<file path="src/hdl/rsc_pkg.sv">
package rsc_pkg;

  // register byte offsets
  localparam logic [7:0] RSC_OFF_PM    = 8'h00; // power_mode_select
  localparam logic [7:0] RSC_OFF_RSTA  = 8'h04; // reset_request_reg_a
  localparam logic [7:0] RSC_OFF_RSTB  = 8'h08; // reset_request_reg_b
  localparam logic [7:0] RSC_OFF_STAT  = 8'h0c; // status

  // power mode field
  localparam int         RSC_PM_W        = 3;
  localparam logic [2:0] RSC_PM_ACTIVE   = 3'h0;
  localparam logic [2:0] RSC_PM_BACKUP   = 3'h4;
  localparam logic [2:0] RSC_PM_SHUTDOWN = 3'h7;
  localparam logic [2:0] RSC_PM_RST      = 3'h0;

  // reset_request_reg_a bit positions
  localparam int RSC_BIT_PERIPH = 0;
  localparam int RSC_BIT_SOFT   = 1;
  localparam int RSC_BIT_SYS    = 2;

  // status bit positions
  localparam int RSC_ST_SHUT    = 0;
  localparam int RSC_ST_LOWPWR  = 1;

  localparam logic [31:0] RSC_RSTA_RST = 32'h0000_0000;
  localparam logic [31:0] RSC_RSTB_RST = 32'h0000_0000;

  // axi response codes
  localparam logic [1:0] RSC_RESP_OKAY   = 2'h0;
  localparam logic [1:0] RSC_RESP_SLVERR = 2'h2;

  // one-cycle reset strobes toward the rest of the chip
  typedef struct packed {
    logic periph;    // all peripherals
    logic gpio;      // gpio back to por state
    logic global_control_regs;       // global control regs, clock config
    logic cpu;       // cpu core, restart at reset vector
    logic wdt;       // watchdog_timers
  } rsc_scope_t;

  typedef enum logic [1:0] {
    RSC_RUN,
    RSC_LOWPWR,
    RSC_SHUT
  } rsc_state_t;

  typedef struct packed {
    rsc_state_t  st;
    logic [2:0]  pm;
    logic [31:0] rstb;
    rsc_scope_t  scope;
    logic [31:0] periph_rst;
    logic        power_gate;
    logic        ram_power_off;
    logic        wake_disable;
    logic        restore_active;
    logic        awready;
    logic        wready;
    logic        aw_got;
    logic        w_got;
    logic [7:0]  aw_addr;
    logic [31:0] w_data;
    logic [3:0]  w_strb;
    logic        bvalid;
    logic [1:0]  bresp;
    logic        arready;
    logic        rvalid;
    logic [31:0] rdata;
    logic [1:0]  rresp;
  } rsc_state_reg_t;

endpackage : rsc_pkg

</file>
<file path="src/hdl/rsc_top.sv">
// Design decisions made here: the register offsets and the AXI4-Lite interface to the registers.
`timescale 1ns/10ps
`default_nettype none
module rsc_top (
  // clock and power-on reset
  input  wire logic                aclk,
  input  wire logic                aresetn,
  // reset and wake sources
  input  wire logic                external_reset_pin_n,
  input  wire logic                wdt_reset_evt,
  input  wire logic                lowpower_wake,
  input  wire logic                deep_sleep_wake,
  // axi4-lite write address
  input  wire logic [7:0]          s_axi_awaddr,
  input  wire logic                s_axi_awvalid,
  output logic                     s_axi_awready,
  // axi4-lite write data
  input  wire logic [31:0]         s_axi_wdata,
  input  wire logic [3:0]          s_axi_wstrb,
  input  wire logic                s_axi_wvalid,
  output logic                     s_axi_wready,
  // axi4-lite write response
  output logic [1:0]               s_axi_bresp,
  output logic                     s_axi_bvalid,
  input  wire logic                s_axi_bready,
  // axi4-lite read address
  input  wire logic [7:0]          s_axi_araddr,
  input  wire logic                s_axi_arvalid,
  output logic                     s_axi_arready,
  // axi4-lite read data
  output logic [31:0]              s_axi_rdata,
  output logic [1:0]               s_axi_rresp,
  output logic                     s_axi_rvalid,
  input  wire logic                s_axi_rready,
  // reset and power controls
  output rsc_pkg::rsc_scope_t      scope_rst,
  output logic [31:0]              periph_rst,
  output logic                     power_gate,
  output logic                     ram_power_off,
  output logic                     wake_disable,
  output logic                     restore_active,
  output logic [2:0]               power_mode_select
);

  rsc_pkg::rsc_state_reg_t s_reg;
  rsc_pkg::rsc_state_reg_t s_next;

  // pin and watchdog come from other domains: two flops first
  logic [1:0] pin_sync_reg;
  logic [1:0] wdt_sync_reg;
  logic [1:0] lpw_sync_reg;
  logic [1:0] dsw_sync_reg;
  logic       pin_prev_reg;
  logic       wdt_prev_reg;
  logic       lpw_prev_reg;
  logic       dsw_prev_reg;

  always_ff @(posedge aclk) begin
    if (!aresetn) begin
      pin_sync_reg <= 2'h3;
      wdt_sync_reg <= 2'h0;
      lpw_sync_reg <= 2'h0;
      dsw_sync_reg <= 2'h0;
      pin_prev_reg <= 1'b1;
      wdt_prev_reg <= 1'b0;
      lpw_prev_reg <= 1'b0;
      dsw_prev_reg <= 1'b0;
    end else begin
      pin_sync_reg <= {pin_sync_reg[0], external_reset_pin_n};
      wdt_sync_reg <= {wdt_sync_reg[0], wdt_reset_evt};
      lpw_sync_reg <= {lpw_sync_reg[0], lowpower_wake};
      dsw_sync_reg <= {dsw_sync_reg[0], deep_sleep_wake};
      pin_prev_reg <= pin_sync_reg[1];
      wdt_prev_reg <= wdt_sync_reg[1];
      lpw_prev_reg <= lpw_sync_reg[1];
      dsw_prev_reg <= dsw_sync_reg[1];
    end
  end

  logic pin_fall;
  logic wdt_rise;
  logic lpw_rise;
  logic dsw_rise;
  assign pin_fall = pin_prev_reg & ~pin_sync_reg[1];
  assign wdt_rise = ~wdt_prev_reg & wdt_sync_reg[1];
  assign lpw_rise = ~lpw_prev_reg & lpw_sync_reg[1];
  assign dsw_rise = ~dsw_prev_reg & dsw_sync_reg[1];

  // merge a 32-bit write under byte strobes
  function automatic logic [31:0] rsc_merge(input logic [31:0] old_v,
                                            input logic [31:0] new_v,
                                            input logic [3:0]  strb);
    logic [31:0] r;
    r = old_v;
    for (int i = 0; i < 4; i++) begin
      if (strb[i]) begin
        r[i*8 +: 8] = new_v[i*8 +: 8];
      end
    end
    return r;
  endfunction : rsc_merge

  logic        do_write;
  logic [31:0] wr_a;
  logic [31:0] wr_pm;
  logic        sw_periph;
  logic        sw_soft;
  logic        sw_sys;
  logic        sys_evt;
  logic        soft_evt;
  logic        periph_evt;

  always_comb begin
    s_next = s_reg;
    wr_a = rsc_merge(32'h0000_0000, s_reg.w_data, s_reg.w_strb);
    wr_pm = rsc_merge({29'h0, s_reg.pm}, s_reg.w_data, s_reg.w_strb);
    do_write = s_reg.aw_got & s_reg.w_got & ~s_reg.bvalid;
    sw_periph = do_write & (s_reg.aw_addr == rsc_pkg::RSC_OFF_RSTA)
                & wr_a[rsc_pkg::RSC_BIT_PERIPH];
    sw_soft = do_write & (s_reg.aw_addr == rsc_pkg::RSC_OFF_RSTA)
              & wr_a[rsc_pkg::RSC_BIT_SOFT];
    sw_sys = do_write & (s_reg.aw_addr == rsc_pkg::RSC_OFF_RSTA)
             & wr_a[rsc_pkg::RSC_BIT_SYS];
    // system reset sources; backup exit also counts
    sys_evt = pin_fall | wdt_rise | sw_sys
              | ((s_reg.st == rsc_pkg::RSC_LOWPWR) & lpw_rise);
    soft_evt = sys_evt | sw_soft;
    periph_evt = soft_evt | sw_periph;

    // strobes last one cycle: the reset completes immediately
    s_next.scope = '0;
    s_next.periph_rst = '0;
    s_next.restore_active = 1'b0;

    // axi write channel capture, either order
    if (s_axi_awvalid & s_reg.awready) begin
      s_next.awready = 1'b0;
      s_next.aw_got = 1'b1;
      s_next.aw_addr = {s_axi_awaddr[7:2], 2'b00};
    end
    if (s_axi_wvalid & s_reg.wready) begin
      s_next.wready = 1'b0;
      s_next.w_got = 1'b1;
      s_next.w_data = s_axi_wdata;
      s_next.w_strb = s_axi_wstrb;
    end
    if (s_reg.bvalid & s_axi_bready) begin
      s_next.bvalid = 1'b0;
      s_next.awready = 1'b1;
      s_next.wready = 1'b1;
    end
    // reset_request_reg_b pulses every set bit together for one cycle; a new write below wins
    if (s_reg.rstb != 32'h0000_0000) begin
      s_next.periph_rst = s_reg.rstb;
      s_next.rstb = 32'h0000_0000;
    end
    if (do_write) begin
      s_next.aw_got = 1'b0;
      s_next.w_got = 1'b0;
      s_next.bvalid = 1'b1;
      s_next.bresp = rsc_pkg::RSC_RESP_OKAY;
      unique case (s_reg.aw_addr)
        rsc_pkg::RSC_OFF_PM: begin
          s_next.pm = wr_pm[2:0];
        end
        rsc_pkg::RSC_OFF_RSTA: begin
          // request bits self-clear; nothing is stored
        end
        rsc_pkg::RSC_OFF_RSTB: begin
          s_next.rstb = rsc_merge(32'h0000_0000, s_reg.w_data, s_reg.w_strb);
        end
        rsc_pkg::RSC_OFF_STAT: begin
        end
        default: s_next.bresp = rsc_pkg::RSC_RESP_SLVERR;
      endcase
    end
    // axi read channel
    if (s_reg.rvalid & s_axi_rready) begin
      s_next.rvalid = 1'b0;
      s_next.arready = 1'b1;
    end
    if (s_axi_arvalid & s_reg.arready) begin
      s_next.arready = 1'b0;
      s_next.rvalid = 1'b1;
      s_next.rresp = rsc_pkg::RSC_RESP_OKAY;
      unique case ({s_axi_araddr[7:2], 2'b00})
        rsc_pkg::RSC_OFF_PM:   s_next.rdata = {29'h0, s_reg.pm};
        rsc_pkg::RSC_OFF_RSTA: s_next.rdata = rsc_pkg::RSC_RSTA_RST;
        rsc_pkg::RSC_OFF_RSTB: s_next.rdata = s_reg.rstb;
        rsc_pkg::RSC_OFF_STAT: begin
          s_next.rdata = 32'h0;
          s_next.rdata[rsc_pkg::RSC_ST_SHUT] = s_reg.st == rsc_pkg::RSC_SHUT;
          s_next.rdata[rsc_pkg::RSC_ST_LOWPWR] = s_reg.st == rsc_pkg::RSC_LOWPWR;
        end
        default: begin
          s_next.rdata = 32'h0;
          s_next.rresp = rsc_pkg::RSC_RESP_SLVERR;
        end
      endcase
    end

    unique case (s_reg.st)
      rsc_pkg::RSC_RUN: begin
        if (dsw_rise) begin
          s_next.restore_active = 1'b1;
        end
        if (do_write & (s_reg.aw_addr == rsc_pkg::RSC_OFF_PM)
            & (wr_pm[2:0] == rsc_pkg::RSC_PM_SHUTDOWN)) begin
          s_next.st = rsc_pkg::RSC_SHUT;
          s_next.power_gate = 1'b1;
          s_next.ram_power_off = 1'b1;
          s_next.wake_disable = 1'b1;
        end else if (do_write & (s_reg.aw_addr == rsc_pkg::RSC_OFF_PM)
                     & (wr_pm[2:0] == rsc_pkg::RSC_PM_BACKUP)) begin
          s_next.st = rsc_pkg::RSC_LOWPWR;
        end else if (periph_evt) begin
          s_next.scope.periph = 1'b1;
          s_next.periph_rst = '1;
          s_next.scope.gpio = soft_evt;
          s_next.scope.global_control_regs = sys_evt;
          s_next.scope.cpu = sys_evt;
          s_next.scope.wdt = sys_evt;
          // global regs incl. mode fall back to active; aod untouched
          if (sys_evt) begin
            s_next.pm = rsc_pkg::RSC_PM_ACTIVE;
          end
        end
      end
      rsc_pkg::RSC_LOWPWR: begin
        if (sys_evt) begin
          s_next.st = rsc_pkg::RSC_RUN;
          s_next.pm = rsc_pkg::RSC_PM_ACTIVE;
          s_next.scope = '1;
          s_next.periph_rst = '1;
        end
      end
      rsc_pkg::RSC_SHUT: begin
        // only aresetn (power-on) leaves this state
        s_next.st = rsc_pkg::RSC_SHUT;
        s_next.pm = rsc_pkg::RSC_PM_SHUTDOWN;
      end
      // unused fourth code falls back to run
      default: s_next.st = rsc_pkg::RSC_RUN;
    endcase
  end

  // power-on reset returns everything to default
  always_ff @(posedge aclk) begin
    if (!aresetn) begin
      s_reg <= '0;
      s_reg.st <= rsc_pkg::RSC_RUN;
      s_reg.pm <= rsc_pkg::RSC_PM_RST;
      s_reg.awready <= 1'b1;
      s_reg.wready <= 1'b1;
      s_reg.arready <= 1'b1;
    end else begin
      s_reg <= s_next;
    end
  end

  assign s_axi_awready = s_reg.awready;
  assign s_axi_wready = s_reg.wready;
  assign s_axi_bvalid = s_reg.bvalid;
  assign s_axi_bresp = s_reg.bresp;
  assign s_axi_arready = s_reg.arready;
  assign s_axi_rvalid = s_reg.rvalid;
  assign s_axi_rdata = s_reg.rdata;
  assign s_axi_rresp = s_reg.rresp;
  assign scope_rst = s_reg.scope;
  assign periph_rst = s_reg.periph_rst;
  assign power_gate = s_reg.power_gate;
  assign ram_power_off = s_reg.ram_power_off;
  assign wake_disable = s_reg.wake_disable;
  assign restore_active = s_reg.restore_active;
  assign power_mode_select = s_reg.pm;

  // write to the mode field in this cycle
  function automatic logic do_write_pm();
    return do_write && s_reg.aw_addr == rsc_pkg::RSC_OFF_PM;
  endfunction : do_write_pm

  // shutdown holds all gates until power-on reset
  shut_hold_a: assert property (@(posedge aclk) disable iff (!aresetn)
    (s_reg.st == rsc_pkg::RSC_SHUT) |=> (s_reg.st == rsc_pkg::RSC_SHUT) && power_gate)
    else $error("shutdown left without power-on reset");
  shut_enter_a: assert property (@(posedge aclk) disable iff (!aresetn)
    (do_write && s_reg.st == rsc_pkg::RSC_RUN && s_reg.aw_addr == rsc_pkg::RSC_OFF_PM
     && wr_pm[2:0] == rsc_pkg::RSC_PM_SHUTDOWN) |=> (s_reg.st == rsc_pkg::RSC_SHUT))
    else $error("mode 7 did not enter shutdown");
  shut_gates_a: assert property (@(posedge aclk) disable iff (!aresetn)
    (s_reg.st == rsc_pkg::RSC_SHUT) |-> power_gate && ram_power_off && wake_disable)
    else $error("shutdown without all gates");
  ram_off_a: assert property (@(posedge aclk) disable iff (!aresetn)
    $rose(ram_power_off) |-> (s_reg.st == rsc_pkg::RSC_SHUT))
    else $error("ram powered off outside shutdown");
  wake_off_a: assert property (@(posedge aclk) disable iff (!aresetn)
    $rose(wake_disable) |-> $rose(power_gate))
    else $error("wake disable not tied to shutdown entry");
  soft_gpio_a: assert property (@(posedge aclk) disable iff (!aresetn)
    scope_rst.gpio |-> scope_rst.periph && (periph_rst == 32'hffff_ffff))
    else $error("soft reset without peripheral reset");
  periph_only_a: assert property (@(posedge aclk) disable iff (!aresetn)
    (sw_periph && !soft_evt && s_reg.st == rsc_pkg::RSC_RUN && !do_write_pm())
    |=> scope_rst.periph && !scope_rst.gpio && !scope_rst.cpu && !scope_rst.wdt)
    else $error("peripheral reset touched spared blocks");
  sys_scope_a: assert property (@(posedge aclk) disable iff (!aresetn)
    scope_rst.cpu |-> scope_rst.global_control_regs && scope_rst.wdt && scope_rst.gpio ##1 !scope_rst.cpu)
    else $error("system reset scope wrong");
  req_clear_a: assert property (@(posedge aclk) disable iff (!aresetn)
    (s_reg.rstb != 32'h0) |=> (s_reg.rstb == 32'h0))
    else $error("request bits did not clear");

  // every reset scope includes all peripherals
  periph_all_a: assert property (@(posedge aclk) disable iff (!aresetn)
    scope_rst.periph |-> (periph_rst == 32'hffff_ffff))
    else $error("peripheral reset did not cover every peripheral");
  sys_mode_a: assert property (@(posedge aclk) disable iff (!aresetn)
    scope_rst.global_control_regs |-> (power_mode_select == rsc_pkg::RSC_PM_ACTIVE))
    else $error("system reset left the mode field set");
  shut_mode_a: assert property (@(posedge aclk) disable iff (!aresetn)
    (s_reg.st == rsc_pkg::RSC_SHUT) |-> (power_mode_select == rsc_pkg::RSC_PM_SHUTDOWN))
    else $error("shutdown state without mode 7");
  rest_run_a: assert property (@(posedge aclk) disable iff (!aresetn)
    restore_active |-> ($past(s_reg.st) == rsc_pkg::RSC_RUN))
    else $error("restore pulse outside active mode");

endmodule : rsc_top
`default_nettype wire

</file>
<file path="config.mk">
export PLATFORM = sky130hd
export DESIGN_NAME = rsc_top
export DESIGN_NICKNAME = d
export VERILOG_FILES = /design/src/hdl/rsc_pkg.sv /design/src/hdl/rsc_top.sv
export SDC_FILE = /design/constraint.sdc
export NUM_CORES = 1
export LEC_CHECK = 0
export ABC_CLOCK_PERIOD_IN_PS = 5000
export BUFFER_PORTS_ARGS = -buffer_cell sky130_fd_sc_hd__buf_2
export CORE_MARGIN = 4
export CORE_UTILIZATION = 55
export DETAILED_ROUTE_END_ITERATION = 8
export PLACE_DENSITY = 0.85
export SLEW_MARGIN = 0
export SYNTH_ARGS = -nofsm -noshare
export SYNTH_HDL_FRONTEND = slang
export SYNTH_SLANG_ARGS = --single-unit
</file>
<file path="constraint.sdc">
create_clock -name aclk -period 5 [get_ports aclk]
set_clock_uncertainty 0.1 [all_clocks]
set_input_delay 1 -clock aclk [delete_from_list [all_inputs] [get_ports aclk]]
set_output_delay 1 -clock aclk [all_outputs]
set_load 0.02 [all_outputs]
</file>
==> results.sh <==
export IMPL_hold_viol_final=0
export IMPL_antenna_left=0
export IMPL_synthXorXnorAreaFrac=0.00277
export IMPL_overflow=0
export IMPL_dpl_cell_area_um2=6510
export IMPL_worst_hold_path_num_cells=1
export IMPL_cts_max_path_buffers=2
export IMPL_largest_register_ff_count=78
export IMPL_path_max_fanout=46
export IMPL_worst_ep_required_time_ns=5.24
export IMPL_r2r_setup_slack_ns=2.37
export IMPL_floorplan_io_pins=148
export IMPL_rr_startpoint="s_reg[82]"
export IMPL_place_congestion=0.837
export IMPL_synthAdderAreaFrac=0
export IMPL_post_cts_buffers=0
export IMPL_synth_area_top_cells="dfxtp_1 53%, buf_4 9.3%, nand2_1 9.0%, a21oi_1 6.3%, nand3_1 5.4%"
export IMPL_floorplan_initialDensity=0.574
export IMPL_post_drt_via_cell_ratio=5.27
export IMPL_synth_top_area_frac=0.535
export IMPL_clk_pin_slew_ns=0.07
export IMPL_run_status="completed"
export IMPL_io_buffers=141
export IMPL_numClockSinks=169
export IMPL_yosysTopAreaCell="dfxtp_1"
export IMPL_cts_hold_buf=0
export IMPL_cp_arrival_ns=3.03
export IMPL_cpPeakStageDelay_ns=0.44
export IMPL_synthesis_instances=729
export IMPL_root_buffer_cell="clkbuf_16"
export IMPL_cap_violations=0
export IMPL_ys_dominant_reg_cell="dfxtp_1"
export IMPL_crit_path_most_repeated_cell="buf_4"
export IMPL_finish_net_count=834
export IMPL_drtIter0Drc=535
export IMPL_drv_slew=0
export IMPL_htreeDepth=4
export IMPL_setup_total_negative_slack_ns=0
export IMPL_final_util=0.645
export IMPL_grt_setup_unrepaired="false"
export IMPL_setup_worst_path_class="in2reg"
export IMPL_synth_mux_area_fraction=0.00949
export IMPL_antenna_found_initial=2
export IMPL_final_critical_delay_including_setup_and_external_delays_ns=2.79
export IMPL_path_delay_family="buffers and inverters"
export IMPL_main_combinational_cell_family_by_area_after_synthesis="simple AND/OR/NAND/NOR gates"
export IMPL_yosys_area_share_simple=0.238
export IMPL_powerDensity_nw_per_um2=409
export IMPL_grt_first_pass_wirelength_um=22200
export IMPL_cts_buffers_inserted=17
export IMPL_num_antenna_cells=0
export IMPL_final_design_area_no_fill_um2=7110
export IMPL_die_height_um=115
export IMPL_power_ir_vdd_worst_mv=0.253
export IMPL_hold_start="dsw_prev_reg"
export IMPL_tritoncts="yes"
export IMPL_achievable_frequency_ghz=0.358
export IMPL_netlist_area_um2=6330
export IMPL_rr_worst_depth=5
export IMPL_layout_cells_most_common_list="169 x dfxtp_1, 151 x nand2_1, 141 x buf_2"
export IMPL_finalWirelength_um=13700
export IMPL_globalRouteTotalUtil=0.209
export IMPL_mostFrequentLayoutCell="dfxtp_1"
export IMPL_yosys_warnings=0
export IMPL_ys_ff_latch=169
export IMPL_clk_insertion_delay_late_ns=0.41
export IMPL_vias=4864
export IMPL_areaGrowthSynthToFinish_pct=12.4
export IMPL_critical_path_slowest_cell="buf_4"
export IMPL_synth_async_reset_ratio=0
export IMPL_yosysUniqueCellTypes=41
export IMPL_post_drt_wl_per_cell_um=14.9
export IMPL_cts_repair_resized=0
export IMPL_hold_path_endpoint="restore_active"
export IMPL_floorplan_die_area_um2=13300
export IMPL_coreArea_um2=11000
export IMPL_via_count_of_the_first_global_routing_pass=4491
export IMPL_tightestPinTransition_ns=1.20
export IMPL_drt_pre_antenna_iters=5
export IMPL_place_hpwl_um=9170
export IMPL_slew_limit_headroom=0.198
export IMPL_fin_crit_sh=0.558
export IMPL_worst_path_bufs_invs=4
export IMPL_setup_worst_path_end_class="flip-flop"
export IMPL_worst_hold_path_type="reg2reg"
export IMPL_synth_enable_flop_cells=0
export IMPL_critical_path_startpoint_type="input port"
export IMPL_synth_yosys_seq_area_share=0.535
export IMPL_drive_above_1_share=0.240
export IMPL_synth_compound_area_frac=0.0876
export IMPL_syn_area_per_cell_um2=8.68
export IMPL_drt_drc_violations_left=0
export IMPL_setup_viol_count_final=0
export IMPL_critical_path_cell_chain="buf_2, buf_4, inv_2, nor3_1, o221ai_2, buf_4, nand3_1"
export IMPL_std_cell_rows=38
export IMPL_r2r_endpoint="periph_rst[3]"
export IMPL_cellLeakagePower_nw=3.22
export IMPL_grt_start_max_net_pins=47
export IMPL_die_x_um=115
-- where the power goes --
part | total (W) | leakage [nW] | switching (W) | internal, W
registers | 0.00141 | 1.38 | 0.0000227 | 0.00139
logic | 0.000184 | 1.56 | 0.000122 | 0.0000621
clock network | 0.00131 | 0.289 | 0.000550 | 0.000764
-- Yosys cell counts, types with 2 or more instances --
master,count
a21oi_1,79
a32oi_1,2
and2_1,19
and3_1,24
buf_1,3
buf_2,4
buf_4,78
clkbuf_1,42
dfxtp_1,169
inv_1,7
mux2i_1,6
nand2_1,151
nand2b_1,8
nand3_1,68
nand3b_1,4
nor2_1,13
nor2b_1,3
nor3_1,7
nor3b_1,3
nor4_1,7
o21ai_0,7
or3_1,2
or4_1,4
xnor2_1,2
-- stage by stage --
step	hold WS (ns)	worst slack, ns	power, W	instances
floorplan	0.267	2.22	0.00158	730
global route	0.331	2.04	0.00301	923
CTS	0.297	2.22	0.00293	923
global placement	0.284	1.87	0.00162	892
detailed placement	0.288	1.81	0.00163	892
finish	0.291	2.21	0.00291	923
-- layout make-up --
type | instances | area [um^2]
fill | 950 | 3920
multi-input combinational | 427 | 2160
timing repair buffer | 149 | 766
clock inverter | 13 | 161
tap | 140 | 175
inverter | 7 | 26.3
sequential | 169 | 3380
clock buffer | 18 | 439
-- worst reg2reg max path: stages, from the launching register on --
cell	delay [ns]
dfxtp_1	0.31
or4_1	0.73
or4_4	0.62
o221ai_2	0.20
buf_4	0.37
nand3_1	0.14
-- worst max-delay path by stage --
stage | slack [ns] | cells after the start | to | from
3_3_place_gp | 1.87 | 7 | periph_rst[18] | aresetn
2_1_floorplan | 2.22 | 6 | s_axi_rdata[21] | s_axi_araddr[5]
6_report | 2.21 | 7 | periph_rst[3] | aresetn
3_5_place_dp | 1.81 | 7 | periph_rst[3] | aresetn
5_1_grt | 2.04 | 7 | periph_rst[5] | aresetn
4_1_cts | 2.22 | 7 | periph_rst[3] | aresetn
-- metal layers --
metal | global-route usage | wire, um | share of wire
met3 | 0.0537 | 1030 | 0.075
met5 | 0 | 14 | 0.0010
met4 | 0.0610 | 128 | 0.0093
met2 | 0.324 | 6450 | 0.47
met1 | 0.289 | 6110 | 0.45
-- logic make-up after synthesis --
| family | after synthesis |
|---|---|
| AO/OA/AOI/OAI | 100 |
| XOR/XNOR | 2 |
| buffers and inverters | 134 |
| flip-flops | 169 |
| multiplexers | 6 |
| other | 1 |
| AND/OR/NAND/NOR | 317 |
(Power assumes the default switching activity.)
